[src/design/otvo_pkg.sv]
// otvo_pkg: command codes, field layout, limits and decodes for the
// overtemperature warning / input overvoltage command block.
// assumes telemetry arrives as signed fixed point with OTVO_FRAC fraction bits.
package otvo_pkg;

    // command codes
    localparam logic [7:0] OTVO_CMD_WARN  = 8'h51;
    localparam logic [7:0] OTVO_CMD_OVP   = 8'h55;
    localparam logic [7:0] OTVO_CMD_REACT = 8'h56;

    // linear word layout
    localparam int OTVO_EXP_MSB = 15;
    localparam int OTVO_EXP_LSB = 11;
    localparam int OTVO_MAN_MSB = 10;
    localparam logic [4:0] OTVO_WARN_EXP_RST = 5'h00;
    localparam logic [4:0] OTVO_OVP_EXP_RST  = 5'h1E;

    // reaction byte layout
    localparam int OTVO_CODE_LSB  = 6;
    localparam int OTVO_COUNT_LSB = 3;
    localparam int OTVO_DELAY_LSB = 0;
    localparam logic [1:0] OTVO_REACT_IGNORE  = 2'h0;
    localparam logic [1:0] OTVO_REACT_DELAYED = 2'h1;
    localparam logic [1:0] OTVO_REACT_IMMED   = 2'h2;
    localparam logic [1:0] OTVO_REACT_BAD     = 2'h3;
    localparam logic [2:0] OTVO_RETRY_NONE    = 3'h0;
    localparam logic [2:0] OTVO_RETRY_FOREVER = 3'h7;

    // fixed point used for every comparison
    localparam int OTVO_FRAC  = 8;
    localparam int OTVO_FIX_W = 40;
    localparam int OTVO_TEL_W = 24;
    typedef logic signed [OTVO_FIX_W-1:0] otvo_fix_t;

    // limits in their own units
    localparam int OTVO_WARN_MIN_C  = 0;
    localparam int OTVO_WARN_MAX_C  = 160;
    localparam int OTVO_WARN_OFF_C  = 255;
    localparam int OTVO_OT_HYST_C   = 20;
    localparam int OTVO_OVP_MIN_V   = 4;
    localparam int OTVO_OVP_MAX_V   = 20;
    localparam int OTVO_OVP_STEP_SH = 2;    // 0.25 V steps
    localparam otvo_fix_t OTVO_WARN_OFF_FIX = otvo_fix_t'(OTVO_WARN_OFF_C * (1 << OTVO_FRAC));
    localparam otvo_fix_t OTVO_HYST_FIX     = otvo_fix_t'(OTVO_OT_HYST_C * (1 << OTVO_FRAC));

    typedef struct packed {
        logic notify;
        logic cml_data;
        logic temp_bit;
        logic temp_warning_flag;
        logic nota_bit;
        logic input_word_bit;
        logic input_overvoltage_flag;
    } otvo_status_t;

    typedef enum logic [3:0] {
        OTVO_ST_RUN   = 4'h1,
        OTVO_ST_DELAY = 4'h2,
        OTVO_ST_WAIT  = 4'h4,
        OTVO_ST_LATCH = 4'h8
    } otvo_state_t;

    // value = signed mantissa * 2^signed exponent, in fixed point
    function automatic otvo_fix_t otvo_lin_to_fix(input logic [15:0] w);
        int        sh;
        otvo_fix_t m;
        m  = otvo_fix_t'($signed(w[OTVO_MAN_MSB:0]));
        sh = int'($signed(w[OTVO_EXP_MSB:OTVO_EXP_LSB])) + OTVO_FRAC;
        if (sh >= 0) begin
            return m <<< sh;
        end
        return m >>> (-sh);
    endfunction : otvo_lin_to_fix

    // switching cycles before a delayed shutdown
    function automatic logic [2:0] otvo_delay_cycles(input logic [2:0] c);
        if (c <= 3'h1) begin
            return 3'h1;
        end
        if (c <= 3'h4) begin
            return 3'h3;
        end
        return 3'h7;
    endfunction : otvo_delay_cycles

    // restart wait period in multiples of the rise time
    function automatic logic [2:0] otvo_wait_mult(input logic [2:0] c);
        return (c <= 3'h1) ? 3'h1 : c;
    endfunction : otvo_wait_mult

endpackage : otvo_pkg

[src/design/otvo_limits.sv]
// otvo_limits: warning limit, input overvoltage threshold and reaction byte,
// with comparators, status pulses and the overvoltage shutdown/restart sequencer.
// assumes a command front end delivering decoded reads/writes, same-clock
// telemetry, and a free running switching clock sampled as a pin.
// Behaviour
// - warning limit word, exponent resets zero
// - temperature at limit sets flags, notifies
// - out-of-range writes flag communication error
// - running limit kept at full resolution
// - restore rounds limit to whole degrees
// - limit of 255 disables the warning
// - limit is fault release, else 20 below
// - release fault when temperature under threshold
// - overvoltage threshold, declare at reaching it
// - threshold 4 to 20 V, quarter volts
// - overvoltage sets input status bits, notifies
// - reaction register is one byte
// - code 00 ignores, keeps switching
// - code 01 waits cycles then shuts down
// - code 10 shuts down at once
// - code 11 is rejected as invalid
// - retry field latches, counts, or retries forever
// - attempts under overvoltage still counted
// - delay codes 0-4: one or three cycles
// - delay codes 5-7: seven cycles
`timescale 1ns/1ps
module otvo_limits
    import otvo_pkg::*;
(
    input  wire logic                         ref_clk,
    input  wire logic                         reset_n,
    input  wire logic                         cmd_wr,
    input  wire logic                         cmd_rd,
    input  wire logic [7:0]                   cmd_code,
    input  wire logic [15:0]                  cmd_wdata,
    input  wire logic                         nvm_restore,
    input  wire logic [10:0]                  nvm_warn_mantissa,
    input  wire logic [10:0]                  nvm_ovp_mantissa,
    input  wire logic [7:0]                   nvm_reaction,
    input  wire logic signed [OTVO_TEL_W-1:0] temperature,
    input  wire logic signed [OTVO_TEL_W-1:0] power_input_voltage,
    input  wire logic [15:0]                  overtemp_fault_threshold,
    input  wire logic [19:0]                  soft_start_rise_time,
    input  wire logic                         converter_on,
    input  wire logic                         pwm_clk,
    output logic [15:0]                       cmd_rdata_q,
    output logic                              cmd_ack_q,
    output otvo_status_t                      status_q,
    output logic                              ot_release_q,
    output logic                              switching_q
);
    logic [15:0] overtemp_warning_threshold_q;
    logic [15:0] input_overvoltage_threshold_q;
    logic [7:0]  input_overvoltage_reaction_q;
    logic        nvm_load_q;
    otvo_fix_t   wfix;
    otvo_fix_t   warn_fix;
    otvo_fix_t   ovp_fix;
    otvo_fix_t   fault_fix;
    otvo_fix_t   rnd;
    logic        wr_valid;
    logic        ot_warn_q;
    logic        ov_now_q;
    logic        pwm_rise;
    otvo_state_t state_q;
    logic [2:0]  dly_cnt_q;
    logic [19:0] rise_cnt_q;
    logic [2:0]  mult_cnt_q;
    logic [2:0]  tries_q;
    logic [1:0]  ovp_reaction_code;
    logic [2:0]  ovp_restart_count;
    logic [2:0]  ovp_delay_code;
    logic        restart_wait_period_done;

    assign ovp_reaction_code = input_overvoltage_reaction_q[OTVO_CODE_LSB +: 2];
    assign ovp_restart_count = input_overvoltage_reaction_q[OTVO_COUNT_LSB +: 3];
    assign ovp_delay_code    = input_overvoltage_reaction_q[OTVO_DELAY_LSB +: 3];

    assign wfix      = otvo_lin_to_fix(cmd_wdata);
    assign warn_fix  = otvo_lin_to_fix(overtemp_warning_threshold_q);
    assign ovp_fix   = otvo_lin_to_fix(input_overvoltage_threshold_q);
    assign fault_fix = otvo_lin_to_fix(overtemp_fault_threshold);

    always_comb begin
        wr_valid = 1'b1;
        unique case (cmd_code)
            OTVO_CMD_WARN:
                wr_valid = (wfix == OTVO_WARN_OFF_FIX) ||
                    (wfix >= otvo_fix_t'(OTVO_WARN_MIN_C * (1 << OTVO_FRAC)) &&
                     wfix <= otvo_fix_t'(OTVO_WARN_MAX_C * (1 << OTVO_FRAC)));
            OTVO_CMD_OVP:
                wr_valid = wfix >= otvo_fix_t'(OTVO_OVP_MIN_V * (1 << OTVO_FRAC)) &&
                    wfix <= otvo_fix_t'(OTVO_OVP_MAX_V * (1 << OTVO_FRAC)) &&
                    wfix[OTVO_FRAC-OTVO_OVP_STEP_SH-1:0] == '0;
            OTVO_CMD_REACT:
                wr_valid = cmd_wdata[OTVO_CODE_LSB +: 2] != OTVO_REACT_BAD;
            default: wr_valid = 1'b1;
        endcase
    end

    // restore values are whole degrees and quarter volts
    always_comb begin
        rnd = (warn_fix + otvo_fix_t'(1 << (OTVO_FRAC - 1))) >>> OTVO_FRAC;
        if (rnd < otvo_fix_t'(OTVO_WARN_MIN_C)) begin
            rnd = otvo_fix_t'(OTVO_WARN_MIN_C);
        end else if (rnd > otvo_fix_t'(OTVO_WARN_MAX_C)) begin
            rnd = otvo_fix_t'(OTVO_WARN_MAX_C);
        end
    end

    otvo_fix_t rnd_v;
    always_comb begin
        rnd_v = (ovp_fix + otvo_fix_t'(1 << (OTVO_FRAC - OTVO_OVP_STEP_SH - 1)))
            >>> (OTVO_FRAC - OTVO_OVP_STEP_SH);
        if (rnd_v < otvo_fix_t'(OTVO_OVP_MIN_V << OTVO_OVP_STEP_SH)) begin
            rnd_v = otvo_fix_t'(OTVO_OVP_MIN_V << OTVO_OVP_STEP_SH);
        end else if (rnd_v > otvo_fix_t'(OTVO_OVP_MAX_V << OTVO_OVP_STEP_SH)) begin
            rnd_v = otvo_fix_t'(OTVO_OVP_MAX_V << OTVO_OVP_STEP_SH);
        end
    end

    // exponent reset, mantissa from storage at first edge after release
    always_ff @(posedge ref_clk or negedge reset_n) begin
        if (!reset_n) begin
            overtemp_warning_threshold_q  <= {OTVO_WARN_EXP_RST, 11'h000};
            input_overvoltage_threshold_q <= {OTVO_OVP_EXP_RST, 11'h000};
            input_overvoltage_reaction_q  <= 8'h00;
            nvm_load_q                    <= 1'b1;
        end else if (nvm_load_q) begin
            nvm_load_q                    <= 1'b0;
            overtemp_warning_threshold_q  <= {OTVO_WARN_EXP_RST, nvm_warn_mantissa};
            input_overvoltage_threshold_q <= {OTVO_OVP_EXP_RST, nvm_ovp_mantissa};
            input_overvoltage_reaction_q  <= nvm_reaction;
        end else if (nvm_restore) begin
            // round warning limit, disabled value kept
            if (warn_fix != OTVO_WARN_OFF_FIX) begin
                overtemp_warning_threshold_q <= {OTVO_WARN_EXP_RST, rnd[10:0]};
            end
            input_overvoltage_threshold_q <= {OTVO_OVP_EXP_RST, rnd_v[10:0]};
        end else if (cmd_wr && wr_valid) begin
            // full resolution held, used at once
            unique case (cmd_code)
                OTVO_CMD_WARN:  overtemp_warning_threshold_q  <= cmd_wdata;
                OTVO_CMD_OVP:   input_overvoltage_threshold_q <= cmd_wdata;
                OTVO_CMD_REACT: input_overvoltage_reaction_q  <= cmd_wdata[7:0];
                default: ;
            endcase
        end
    end

    // read back
    always_ff @(posedge ref_clk or negedge reset_n) begin
        if (!reset_n) begin
            cmd_rdata_q <= 16'h0000;
            cmd_ack_q   <= 1'b0;
        end else begin
            cmd_ack_q <= cmd_rd || cmd_wr;
            if (cmd_rd) begin
                unique case (cmd_code)
                    OTVO_CMD_WARN:  cmd_rdata_q <= overtemp_warning_threshold_q;
                    OTVO_CMD_OVP:   cmd_rdata_q <= input_overvoltage_threshold_q;
                    OTVO_CMD_REACT: cmd_rdata_q <= {8'h00, input_overvoltage_reaction_q};
                    default:        cmd_rdata_q <= 16'h0000;
                endcase
            end
        end
    end

    // comparators
    always_ff @(posedge ref_clk or negedge reset_n) begin
        if (!reset_n) begin
            ot_warn_q    <= 1'b0;
            ov_now_q     <= 1'b0;
            ot_release_q <= 1'b0;
        end else if (!nvm_load_q) begin
            // thresholds still hold reset values while storage loads
            // disabled value never warns
            ot_warn_q <= warn_fix != OTVO_WARN_OFF_FIX &&
                otvo_fix_t'(temperature) >= warn_fix;
            ov_now_q <= otvo_fix_t'(power_input_voltage) >= ovp_fix;
            // release below warn limit or fault less hysteresis
            ot_release_q <= otvo_fix_t'(temperature) <
                ((warn_fix > fault_fix) ? fault_fix - OTVO_HYST_FIX : warn_fix);
        end
    end

    // status pulses for the status registers and host notification
    always_ff @(posedge ref_clk or negedge reset_n) begin
        if (!reset_n) begin
            status_q <= '0;
        end else begin
            status_q <= '0;
            if (!nvm_load_q && !ot_warn_q && warn_fix != OTVO_WARN_OFF_FIX &&
                otvo_fix_t'(temperature) >= warn_fix) begin
                status_q.temp_bit          <= 1'b1;
                status_q.temp_warning_flag <= 1'b1;
                status_q.notify            <= 1'b1;
            end
            if (!nvm_load_q && !ov_now_q && otvo_fix_t'(power_input_voltage) >= ovp_fix) begin
                status_q.nota_bit               <= 1'b1;
                status_q.input_word_bit         <= 1'b1;
                status_q.input_overvoltage_flag <= 1'b1;
                status_q.notify                 <= 1'b1;
            end
            if (cmd_wr && !wr_valid && !nvm_load_q && !nvm_restore) begin
                status_q.cml_data <= 1'b1;
                status_q.notify   <= 1'b1;
            end
        end
    end

    otvo_sync u_pwm_sync (
        .ref_clk (ref_clk),
        .reset_n (reset_n),
        .din     (pwm_clk),
        .level_q (),
        .rise_q  (pwm_rise)
    );

    assign restart_wait_period_done =
        (rise_cnt_q + 20'h00001 >= soft_start_rise_time) &&
        (mult_cnt_q + 3'h1 >= otvo_wait_mult(ovp_delay_code));

    // overvoltage reaction sequencer
    always_ff @(posedge ref_clk or negedge reset_n) begin
        if (!reset_n) begin
            state_q    <= OTVO_ST_RUN;
            dly_cnt_q  <= 3'h0;
            rise_cnt_q <= 20'h00000;
            mult_cnt_q <= 3'h0;
            tries_q    <= 3'h0;
        end else begin
            unique case (state_q)
                OTVO_ST_RUN: begin
                    tries_q <= 3'h0;
                    if (converter_on && switching_q && ov_now_q) begin
                        if (ovp_reaction_code == OTVO_REACT_DELAYED) begin
                            state_q   <= OTVO_ST_DELAY;
                            dly_cnt_q <= otvo_delay_cycles(ovp_delay_code);
                        end else if (ovp_reaction_code == OTVO_REACT_IMMED) begin
                            state_q    <= (ovp_restart_count == OTVO_RETRY_NONE) ?
                                OTVO_ST_LATCH : OTVO_ST_WAIT;
                            rise_cnt_q <= 20'h00000;
                            mult_cnt_q <= 3'h0;
                        end
                    end
                end
                OTVO_ST_DELAY: begin
                    if (pwm_rise) begin
                        dly_cnt_q <= dly_cnt_q - 3'h1;
                        if (dly_cnt_q == 3'h1) begin
                            rise_cnt_q <= 20'h00000;
                            mult_cnt_q <= 3'h0;
                            if (!ov_now_q) begin
                                state_q <= OTVO_ST_RUN;
                            end else if (ovp_restart_count == OTVO_RETRY_NONE) begin
                                state_q <= OTVO_ST_LATCH;
                            end else begin
                                state_q <= OTVO_ST_WAIT;
                            end
                        end
                    end
                    if (!converter_on) begin
                        state_q <= OTVO_ST_RUN;
                    end
                end
                OTVO_ST_WAIT: begin
                    rise_cnt_q <= rise_cnt_q + 20'h00001;
                    if (rise_cnt_q + 20'h00001 >= soft_start_rise_time) begin
                        rise_cnt_q <= 20'h00000;
                        mult_cnt_q <= mult_cnt_q + 3'h1;
                    end
                    if (restart_wait_period_done) begin
                        mult_cnt_q <= 3'h0;
                        // attempt counted even if voltage stays high
                        if (!ov_now_q) begin
                            state_q <= OTVO_ST_RUN;
                        end else if (ovp_restart_count != OTVO_RETRY_FOREVER) begin
                            tries_q <= tries_q + 3'h1;
                            if (tries_q + 3'h1 >= ovp_restart_count) begin
                                state_q <= OTVO_ST_LATCH;
                            end
                        end
                    end
                    if (!converter_on) begin
                        state_q <= OTVO_ST_RUN;
                    end
                end
                OTVO_ST_LATCH: begin
                    // only a command off clears a latched shutdown
                    if (!converter_on) begin
                        state_q <= OTVO_ST_RUN;
                    end
                end
                default: state_q <= OTVO_ST_RUN;
            endcase
        end
    end

    // no start while an overvoltage is present, even when ignoring it
    always_ff @(posedge ref_clk or negedge reset_n) begin
        if (!reset_n) begin
            switching_q <= 1'b0;
        end else begin
            // switching continues while the delay counts
            switching_q <= (state_q == OTVO_ST_RUN || state_q == OTVO_ST_DELAY) &&
                converter_on &&
                (switching_q || !ov_now_q) &&
                !(ov_now_q && ovp_reaction_code == OTVO_REACT_IMMED);
        end
    end

    invalid_react_a: assert property (@(posedge ref_clk) disable iff (!reset_n)
        cmd_wr && cmd_code == OTVO_CMD_REACT && cmd_wdata[7:6] == OTVO_REACT_BAD &&
        !nvm_load_q && !nvm_restore |=> status_q.cml_data &&
        input_overvoltage_reaction_q == $past(input_overvoltage_reaction_q))
        else $error("bad reaction code accepted");
    react_store_a: assert property (@(posedge ref_clk) disable iff (!reset_n)
        cmd_wr && cmd_code == OTVO_CMD_REACT && wr_valid && !nvm_load_q && !nvm_restore
        |=> input_overvoltage_reaction_q == $past(cmd_wdata[7:0]))
        else $error("reaction byte not stored");
    ignore_keeps_a: assert property (@(posedge ref_clk) disable iff (!reset_n)
        state_q == OTVO_ST_RUN && switching_q && converter_on && ov_now_q &&
        ovp_reaction_code == OTVO_REACT_IGNORE ##1 converter_on |-> switching_q)
        else $error("switching stopped while ignoring");
    immed_off_a: assert property (@(posedge ref_clk) disable iff (!reset_n)
        state_q == OTVO_ST_RUN && switching_q && converter_on && ov_now_q &&
        ovp_reaction_code == OTVO_REACT_IMMED |=> !switching_q ##1 !switching_q)
        else $error("immediate shutdown missed");
    delay_len_a: assert property (@(posedge ref_clk) disable iff (!reset_n)
        $rose(state_q == OTVO_ST_DELAY) |->
        dly_cnt_q == otvo_delay_cycles($past(ovp_delay_code)))
        else $error("wrong shutdown delay");
    ov_status_a: assert property (@(posedge ref_clk) disable iff (!reset_n)
        $rose(ov_now_q) |-> status_q.input_overvoltage_flag &&
        status_q.nota_bit && status_q.input_word_bit && status_q.notify)
        else $error("overvoltage status missing");
    warn_status_a: assert property (@(posedge ref_clk) disable iff (!reset_n)
        $rose(ot_warn_q) |-> status_q.temp_warning_flag && status_q.temp_bit)
        else $error("warning status missing");
    warn_off_a: assert property (@(posedge ref_clk) disable iff (!reset_n)
        warn_fix == OTVO_WARN_OFF_FIX |=> !ot_warn_q)
        else $error("disabled warning fired");
    retry_forever_a: assert property (@(posedge ref_clk) disable iff (!reset_n)
        state_q == OTVO_ST_WAIT && ovp_restart_count == OTVO_RETRY_FOREVER
        |=> state_q != OTVO_ST_LATCH)
        else $error("infinite retry latched off");

    delayed_c: cover property (@(posedge ref_clk) disable iff (!reset_n)
        state_q == OTVO_ST_DELAY ##[1:200] state_q == OTVO_ST_WAIT);
    latch_c: cover property (@(posedge ref_clk) disable iff (!reset_n)
        state_q == OTVO_ST_WAIT ##1 state_q == OTVO_ST_LATCH);
    restart_c: cover property (@(posedge ref_clk) disable iff (!reset_n)
        state_q == OTVO_ST_WAIT ##1 state_q == OTVO_ST_RUN && converter_on);
    invalid_c: cover property (@(posedge ref_clk) disable iff (!reset_n)
        status_q.cml_data);
endmodule : otvo_limits

[src/design/otvo_sync.sv]
// otvo_sync: three-stage synchroniser with agreement filter and rise pulse.
// assumes the input is asynchronous to ref_clk and slower than two periods.
`timescale 1ns/1ps
module otvo_sync (
    input  wire logic ref_clk,
    input  wire logic reset_n,
    input  wire logic din,
    output logic      level_q,
    output logic      rise_q
);
    logic s1_q;
    logic s2_q;
    logic s3_q;

    always_ff @(posedge ref_clk or negedge reset_n) begin
        if (!reset_n) begin
            s1_q <= 1'b0;
            s2_q <= 1'b0;
            s3_q <= 1'b0;
        end else begin
            s1_q <= din;
            s2_q <= s1_q;
            s3_q <= s2_q;
        end
    end

    // a change counts only once stages two and three agree
    always_ff @(posedge ref_clk or negedge reset_n) begin
        if (!reset_n) begin
            level_q <= 1'b0;
            rise_q  <= 1'b0;
        end else begin
            rise_q <= 1'b0;
            if (s2_q == s3_q) begin
                level_q <= s3_q;
                rise_q  <= s3_q & ~level_q;
            end
        end
    end
endmodule : otvo_sync

[config.mk]
export PLATFORM = sky130hd
export DESIGN_NAME = otvo_limits
export DESIGN_NICKNAME = d
export VERILOG_FILES = /design/src/design/otvo_pkg.sv /design/src/design/otvo_limits.sv /design/src/design/otvo_sync.sv
export SDC_FILE = /design/constraint.sdc
export NUM_CORES = 1
export LEC_CHECK = 0
export ABC_AREA = 0
export BUFFER_PORTS_ARGS = -buffer_cell sky130_fd_sc_hd__buf_2
export CORE_MARGIN = 5
export CORE_UTILIZATION = 65
export CTS_CLUSTER_DIAMETER = 40
export CTS_CLUSTER_SIZE = 24
export DETAILED_ROUTE_END_ITERATION = 16
export PLACE_DENSITY_LB_ADDON = 0.05
export SYNTH_ARGS = -nofsm -noshare
export SYNTH_HDL_FRONTEND = slang
export SYNTH_SLANG_ARGS = --single-unit
export TNS_END_PERCENT = 30
[constraint.sdc]
create_clock -name ref_clk -period 16.2 [get_ports ref_clk]
set_input_delay 3.24 -clock ref_clk [delete_from_list [all_inputs] [get_ports ref_clk]]
set_output_delay 3.24 -clock ref_clk [all_outputs]
set_load 0.02 [all_outputs]
==> results.yml, run 1 <==
detailed_routing:
  drtAntennaViolNets: 0
  finalWirelength_mm: 77.8
  dr_wl_met2_mm: 33.9
  wl_met3_mm: 9.43
  routedLengthMet1_mm: 29.1
  dr.pass1.iters: 9
  routed_via_density: 7.39
  vias: 23702
  wl_per_cell_um: 24.2
  routed.top_layer: "met5"
  drc: 0
  drt_iter0_drc: 3644
status:
  status: "finished clean"
pwr:
  p_sw_mw: 0.721
  clock_power_share: 0.162
  power_density_nw_per_um2: 68.5
  intPower_mw: 0.761
  p_sw_frac: 0.487
  combPwrFrac: 0.609
  ir_drop_uv: 59.0
  leakage_nw: 9.55
  seq_power_share: 0.230
logic_synthesis:
  ys_seq_area_frac: 0.128
  synth_seq_cells: 104
  synth_edf_count: 0
  synthArstFlopShare: 1.00
  synth_cells: 2772
  synth_nets: 3150
  netlist_area_um2: 20400
  avgSynthCellArea_um2: 7.38
  synth_warnings: 0
  synth_ff_type: "dfrtp_1"
  ys_types: 93
global_routing:
  antenna_found_initial: 2
  gr-total-overflow: 0
  grt_max_degree: 59
  grt_usage: 0.420
  grt_pass1_vias: 22826
  grt_pass1_wl_mm: 122
timing:
  min_period_ns: 12.56
  tns_ns: 0
  maxSlewHeadroom: 0.178
  drv_slew: 0
  skew_ns: 0.0128
  rsz0062_at_grt: "false"
  setup_viol: 0
  period_share: 0.775
  max_freq_ghz: 0.0796
  hold_violations: 0
  tightest_slew_ns: 1.23
setup_path:
  arrival_ns: 12.82
  r2r_start: "overtemp_warning_threshold_q[14]"
  ff2ff_path_depth: 32
  max_stage_delay_ns: 0.91
  critPathKind: "in2reg"
  critPathLaunchType: "input port"
  critical_path_required_ns: 16.46
  crit_top_cell: "a21oi_1"
  crit_path_top_delay_cell: "ha_1"
  reg2reg_slack_ns: 6.82
  path_max_fanout: 41
  timing.rr.end: "ot_release_q"
  end_kind: "flop"
clocking:
  cts_hold_repair.buffers: 0
  cts-root-buf: "clkbuf_16"
  htreeDepth: 3
  cts_tree: "built"
  clock_latency_ns: 0.38
  cts.sinks: 104
  cts_buffer_depth: 2
  numCtsBuffers: 9
  path_clk_slew_ns: 0.08
  cts_resized: 0
  cts_setup_buffers: 0
hold_path:
  hold-path-cell-count: 0
  worst_hold_startpoint: "u_pwm_sync.s1_q"
  hold_end: "u_pwm_sync.s2_q"
  hp-class: "reg2reg"
flow_run:
  cap_viol_max_count: 0
placed_design:
  gp_congestion: 1.08
  hpwl_mm: 60.2
  dpl.cell_count: 3192
  portBuffers: 170
floorplan:
  pin_count: 171
  design.die.area_um2: 35100
  rows: 65
  start_util: 0.653
  die_h_um: 187
  dieWidth_um: 187
  core_um2: 31300
finish:
  area_delta_synth_final_pct: 5.75
  nets: 3179
  fin_cells: 3209
  drive_gt1_frac: 0.126
per-stage QoR:
| stage | power (mW) | hold slack [ns] | setup slack (ns) | utilization | cell area, um2 |
|---|---|---|---|---|---|
| 2_1_floorplan | 0.946 | 0.331 | 5.39 | - | 20400 |
| 3_3_place_gp | 1.16 | 0.335 | 3.77 | 0.681 | 21300 |
| 3_5_place_dp | 1.21 | 0.345 | 3.60 | 0.681 | 21300 |
| 4_1_cts | 1.45 | 0.363 | 3.97 | 0.690 | 21600 |
| 5_1_grt | 1.58 | 0.381 | 3.03 | 0.690 | 21600 |
| 6_report | 1.48 | 0.360 | 3.64 | 0.691 | 21600 |
cell usage in the layout, fill, tap and decap left out, types with 36 or more instances in the layout:
| cell type | count |
|---|---|
| buf_2 | 169 |
| mux2_2 | 42 |
| mux2i_1 | 82 |
| nor4_1 | 37 |
| a21oi_1 | 215 |
| nand2_1 | 255 |
| nor3_1 | 81 |
| xnor2_1 | 47 |
| o22ai_1 | 36 |
| dfrtp_1 | 98 |
| nand3_1 | 77 |
| nor2_1 | 218 |
| a21o_1 | 90 |
| o21ai_0 | 148 |
| ha_1 | 229 |
| inv_1 | 140 |
| nand4_1 | 58 |
| nand2b_1 | 55 |
worst max path at each step:
stage / slack [ns] / startpoint / endpoint
floorplan: 5.39 / overtemp_fault_threshold[14] / ot_release_q
global placement: 3.77 / overtemp_fault_threshold[14] / ot_release_q
detailed placement: 3.60 / overtemp_fault_threshold[14] / ot_release_q
CTS: 3.97 / overtemp_fault_threshold[14] / ot_release_q
global route: 3.03 / overtemp_fault_threshold[14] / ot_release_q
finish: 3.64 / overtemp_fault_threshold[14] / ot_release_q
cell usage after synthesis, types with 35 or more instances:
master / n / area [um2]
nand2_1: 255 / 957
ha_1: 229 / 2870
nor2_1: 218 / 818
a21oi_1: 215 / 1080
o21ai_0: 148 / 741
inv_1: 140 / 526
clkbuf_1: 137 / 514
dfrtp_1: 98 / 2450
a21o_1: 90 / 676
mux2i_1: 82 / 821
nor3_1: 82 / 410
nand3_1: 77 / 385
nand4_1: 58 / 363
nand2b_1: 55 / 344
xnor2_1: 47 / 412
mux2_2: 42 / 473
nor4_1: 37 / 231
o22ai_1: 36 / 225
o31ai_1: 35 / 263
state kept, by name, summed over array words and instances (netlist names), 3 cells and up:
register and count:
rise_cnt_q 20, input_overvoltage_threshold_q 16, status_q 4, state_q 4, overtemp_warning_threshold_q 16, mult_cnt_q 3, input_overvoltage_reaction_q 8, cmd_rdata_q 16
tries_q 3, dly_cnt_q 3
power groups by stage:
stage                     combinational (mW)  sequential [mW]  clock, mW
final                                  0.902            0.340      0.240
after global placement                 0.823            0.338          0
after global routing                   0.983            0.343      0.249
after CTS                              0.872            0.336      0.238
after floorplan                        0.624            0.322          0
after detailed placement               0.867            0.341          0
per-layer routing:
metal,global-route usage,vias to the layer above
met1,0.528,10993
met5,0,-
met2,0.658,1754
met3,0.108,426
met4,0.237,2
li1,-,10527
critical path: cells and delay by family:
family,cells,cell delay (ns)
simple gates,9,2.60
mux,1,0.13
compound gates,19,3.69
buf+inv,4,1.49
fa+ha+maj,4,1.64
logic make-up (layout without fill, tap and decap cells):
group / count (synthesis) / in the layout / share of synthesized area
buffers and inverters: 337 / 371 / 0.0636
AND/OR/NAND/NOR: 992 / 992 / 0.245
other: 1 / 2 / 0.000183
flip-flops: 104 / 104 / 0.128
AO/OA/AOI/OAI: 878 / 878 / 0.292
multiplexers: 155 / 155 / 0.0974
adder cells (fa/ha/maj): 234 / 234 / 0.145
XOR/XNOR: 71 / 71 / 0.0304
area by class of cell:
| cell class | instances | area, um2 |
|---|---|---|
| diodes | 1 | 2.50 |
| multi-input cells | 2331 | 16500 |
| well taps | 402 | 503 |
| inverters | 156 | 586 |
| repair buffers | 199 | 1070 |
| clock buffers | 9 | 225 |
| clock inverters | 7 | 83.8 |
| flip-flops and latches | 104 | 2610 |
| fillers | 2634 | 9690 |
No activity file was read; power rests on OpenSTA's default activity.
==> run 2: changes to the inputs <==
- CORE_UTILIZATION: 65 -> 63
- clock period: 16.2 -> 12.7 ns (I/O delays scaled with it)
==> results.yml, run 2 (synthesized netlist as in run 1, its figures left out) <==
status:
  status: "finished clean"
pwr:
  ir_drop_uv: 69.6
  power_density_nw_per_um2: 86.6
  leakage_nw: 9.56
finish:
  top_register: "rise_cnt_q"
  final_cell_mix: "nand2_1, ha_1, nor2_1"
  area_delta_synth_final_pct: 6.10
  largest_register_ffs: 20
  nets: 3181
  drive_gt1_frac: 0.127
  final_common_cell: "nand2_1"
global_routing:
  grt_usage: 0.406
  global_route.usage.met1: 0.516
  gr-total-overflow: 0
  busiest_layer: "met2"
  grt_pass1_wl_mm: 120
  globalRouteMet3Util: 0.0760
  gr-usage-met2: 0.649
  grt_max_degree: 59
  antenna_found_initial: 1
  grt_pass1_vias: 22199
floorplan:
  rows: 66
  pin_count: 171
  design.die.area_um2: 36200
  dieWidth_um: 190
  die_h_um: 190
  core_um2: 32300
  start_util: 0.633
clocking:
  cts_tree: "built"
  cts.sinks: 104
  cts_hold_repair.buffers: 0
  htreeDepth: 3
  cts_setup_buffers: 0
  numCtsBuffers: 9
  clock_latency_ns: 0.37
  cts_resized: 0
  cts-root-buf: "clkbuf_16"
  cts_buffer_depth: 2
  path_clk_slew_ns: 0.08
setup_path:
  critPathLaunchType: "input port"
  arrival_ns: 11.08
  critical_path_required_ns: 12.96
  timing.rr.end: "ot_release_q"
  path_max_fanout: 27
  end_kind: "flop"
  ff2ff_path_depth: 33
  reg2reg_slack_ns: 3.01
  critPathKind: "in2reg"
  crit_path_top_delay_cell: "a211oi_4"
  path_delay_family: "compound AO/OA/AOI/OAI gates"
  path_buf_inv: 3
  r2r_start: "overtemp_warning_threshold_q[11]"
  max_stage_delay_ns: 0.86
detailed_routing:
  finalWirelength_mm: 76.9
  drtAntennaViolNets: 0
  drc: 0
  routed_via_density: 7.24
  wl_per_cell_um: 23.6
  dr.pass1.iters: 6
  vias: 23550
  drt_iter0_drc: 3476
timing:
  skew_ns: 0.0111
  period_share: 0.852
  tns_ns: 0
  worst_slack_ns: 1.88
  hold_violations: 0
  maxSlewHeadroom: 0.137
  drv_slew: 0
  min_period_ns: 10.82
  worst_hold_slack_ns: 0.372
  tightest_slew_ns: 1.29
  rsz0062_at_grt: "false"
  setup_viol: 0
  max_freq_ghz: 0.0924
flow_run:
  cap_viol_max_count: 0
hold_path:
  hold_end: "u_pwm_sync.s2_q"
  hp-class: "reg2reg"
  hold-path-cell-count: 0
  worst_hold_startpoint: "u_pwm_sync.s1_q"
placed_design:
  portBuffers: 170
  hpwl_mm: 59.7
  gp_congestion: 1.09
  dpl_worst_slack_ns: 1.79
[run 2: cell types whose count changed in the layout (fill, tap and decap cells not counted)]
| cell | previous run | this run |
|---|---|---|
| a2111oi_1 | 1 | 0 |
| clkinvlp_4 | 0 | 1 |
| a2111oi_0 | 12 | 13 |
| clkinv_4 | 1 | 2 |
| diode_2 | 1 | 2 |
| clkinv_2 | 1 | 0 |
| inv_8 | 2 | 1 |
| buf_4 | 30 | 32 |
| inv_6 | 2 | 1 |
| clkbuf_8 | 0 | 1 |
[run 2: how the worst max path moves through the flow]
stage	from	end	slack (ns)	depth (start not counted)
after global routing	overtemp_fault_threshold[12]	ot_release_q	1.57	36
after global placement	overtemp_fault_threshold[12]	ot_release_q	2.04	34
after CTS	overtemp_fault_threshold[12]	ot_release_q	2.17	34
after detailed placement	overtemp_fault_threshold[12]	ot_release_q	1.79	34
final	overtemp_fault_threshold[12]	ot_release_q	1.88	34
after floorplan	overtemp_fault_threshold[14]	ot_release_q	2.59	40
[run 2: final cells by class]
type / count / area, um2
Antenna cell: 2 / 5.00
Multi-Input combinational cell: 2331 / 16500
Inverter: 156 / 586
Fill cell: 2770 / 10600
Tap cell: 442 / 553
Clock buffer: 10 / 239
Timing Repair Buffer: 201 / 1090
Clock inverter: 6 / 75.1
Sequential cell: 104 / 2610
[run 2: power by group]
| part | switching, mW | total [mW] | internal, mW |
|---|---|---|---|
| logic | 0.695 | 1.14 | 0.444 |
| registers | 0.0637 | 0.432 | 0.368 |
| clock network | 0.145 | 0.307 | 0.161 |
[run 2: stage by stage]
| step | utilization | power [mW] | instance area (um2) | std cells |
|---|---|---|---|---|
| finish | 0.672 | 1.88 | 21700 | 3252 |
| global route | 0.672 | 2.00 | 21700 | 3250 |
| CTS | 0.672 | 1.84 | 21700 | 3250 |
| detailed placement | 0.662 | 1.53 | 21400 | 3234 |
| global placement | 0.662 | 1.49 | 21400 | 3234 |
| floorplan | - | 1.21 | 20400 | 2772 |
[run 2: routing by layer]
metal / up-vias / part of all wire
met1: 10863 / 0.38
met3: 409 / 0.11
met2: 1731 / 0.44
met4: 2 / 0.072
met5: - / 0.00017
li1: 10545 / -
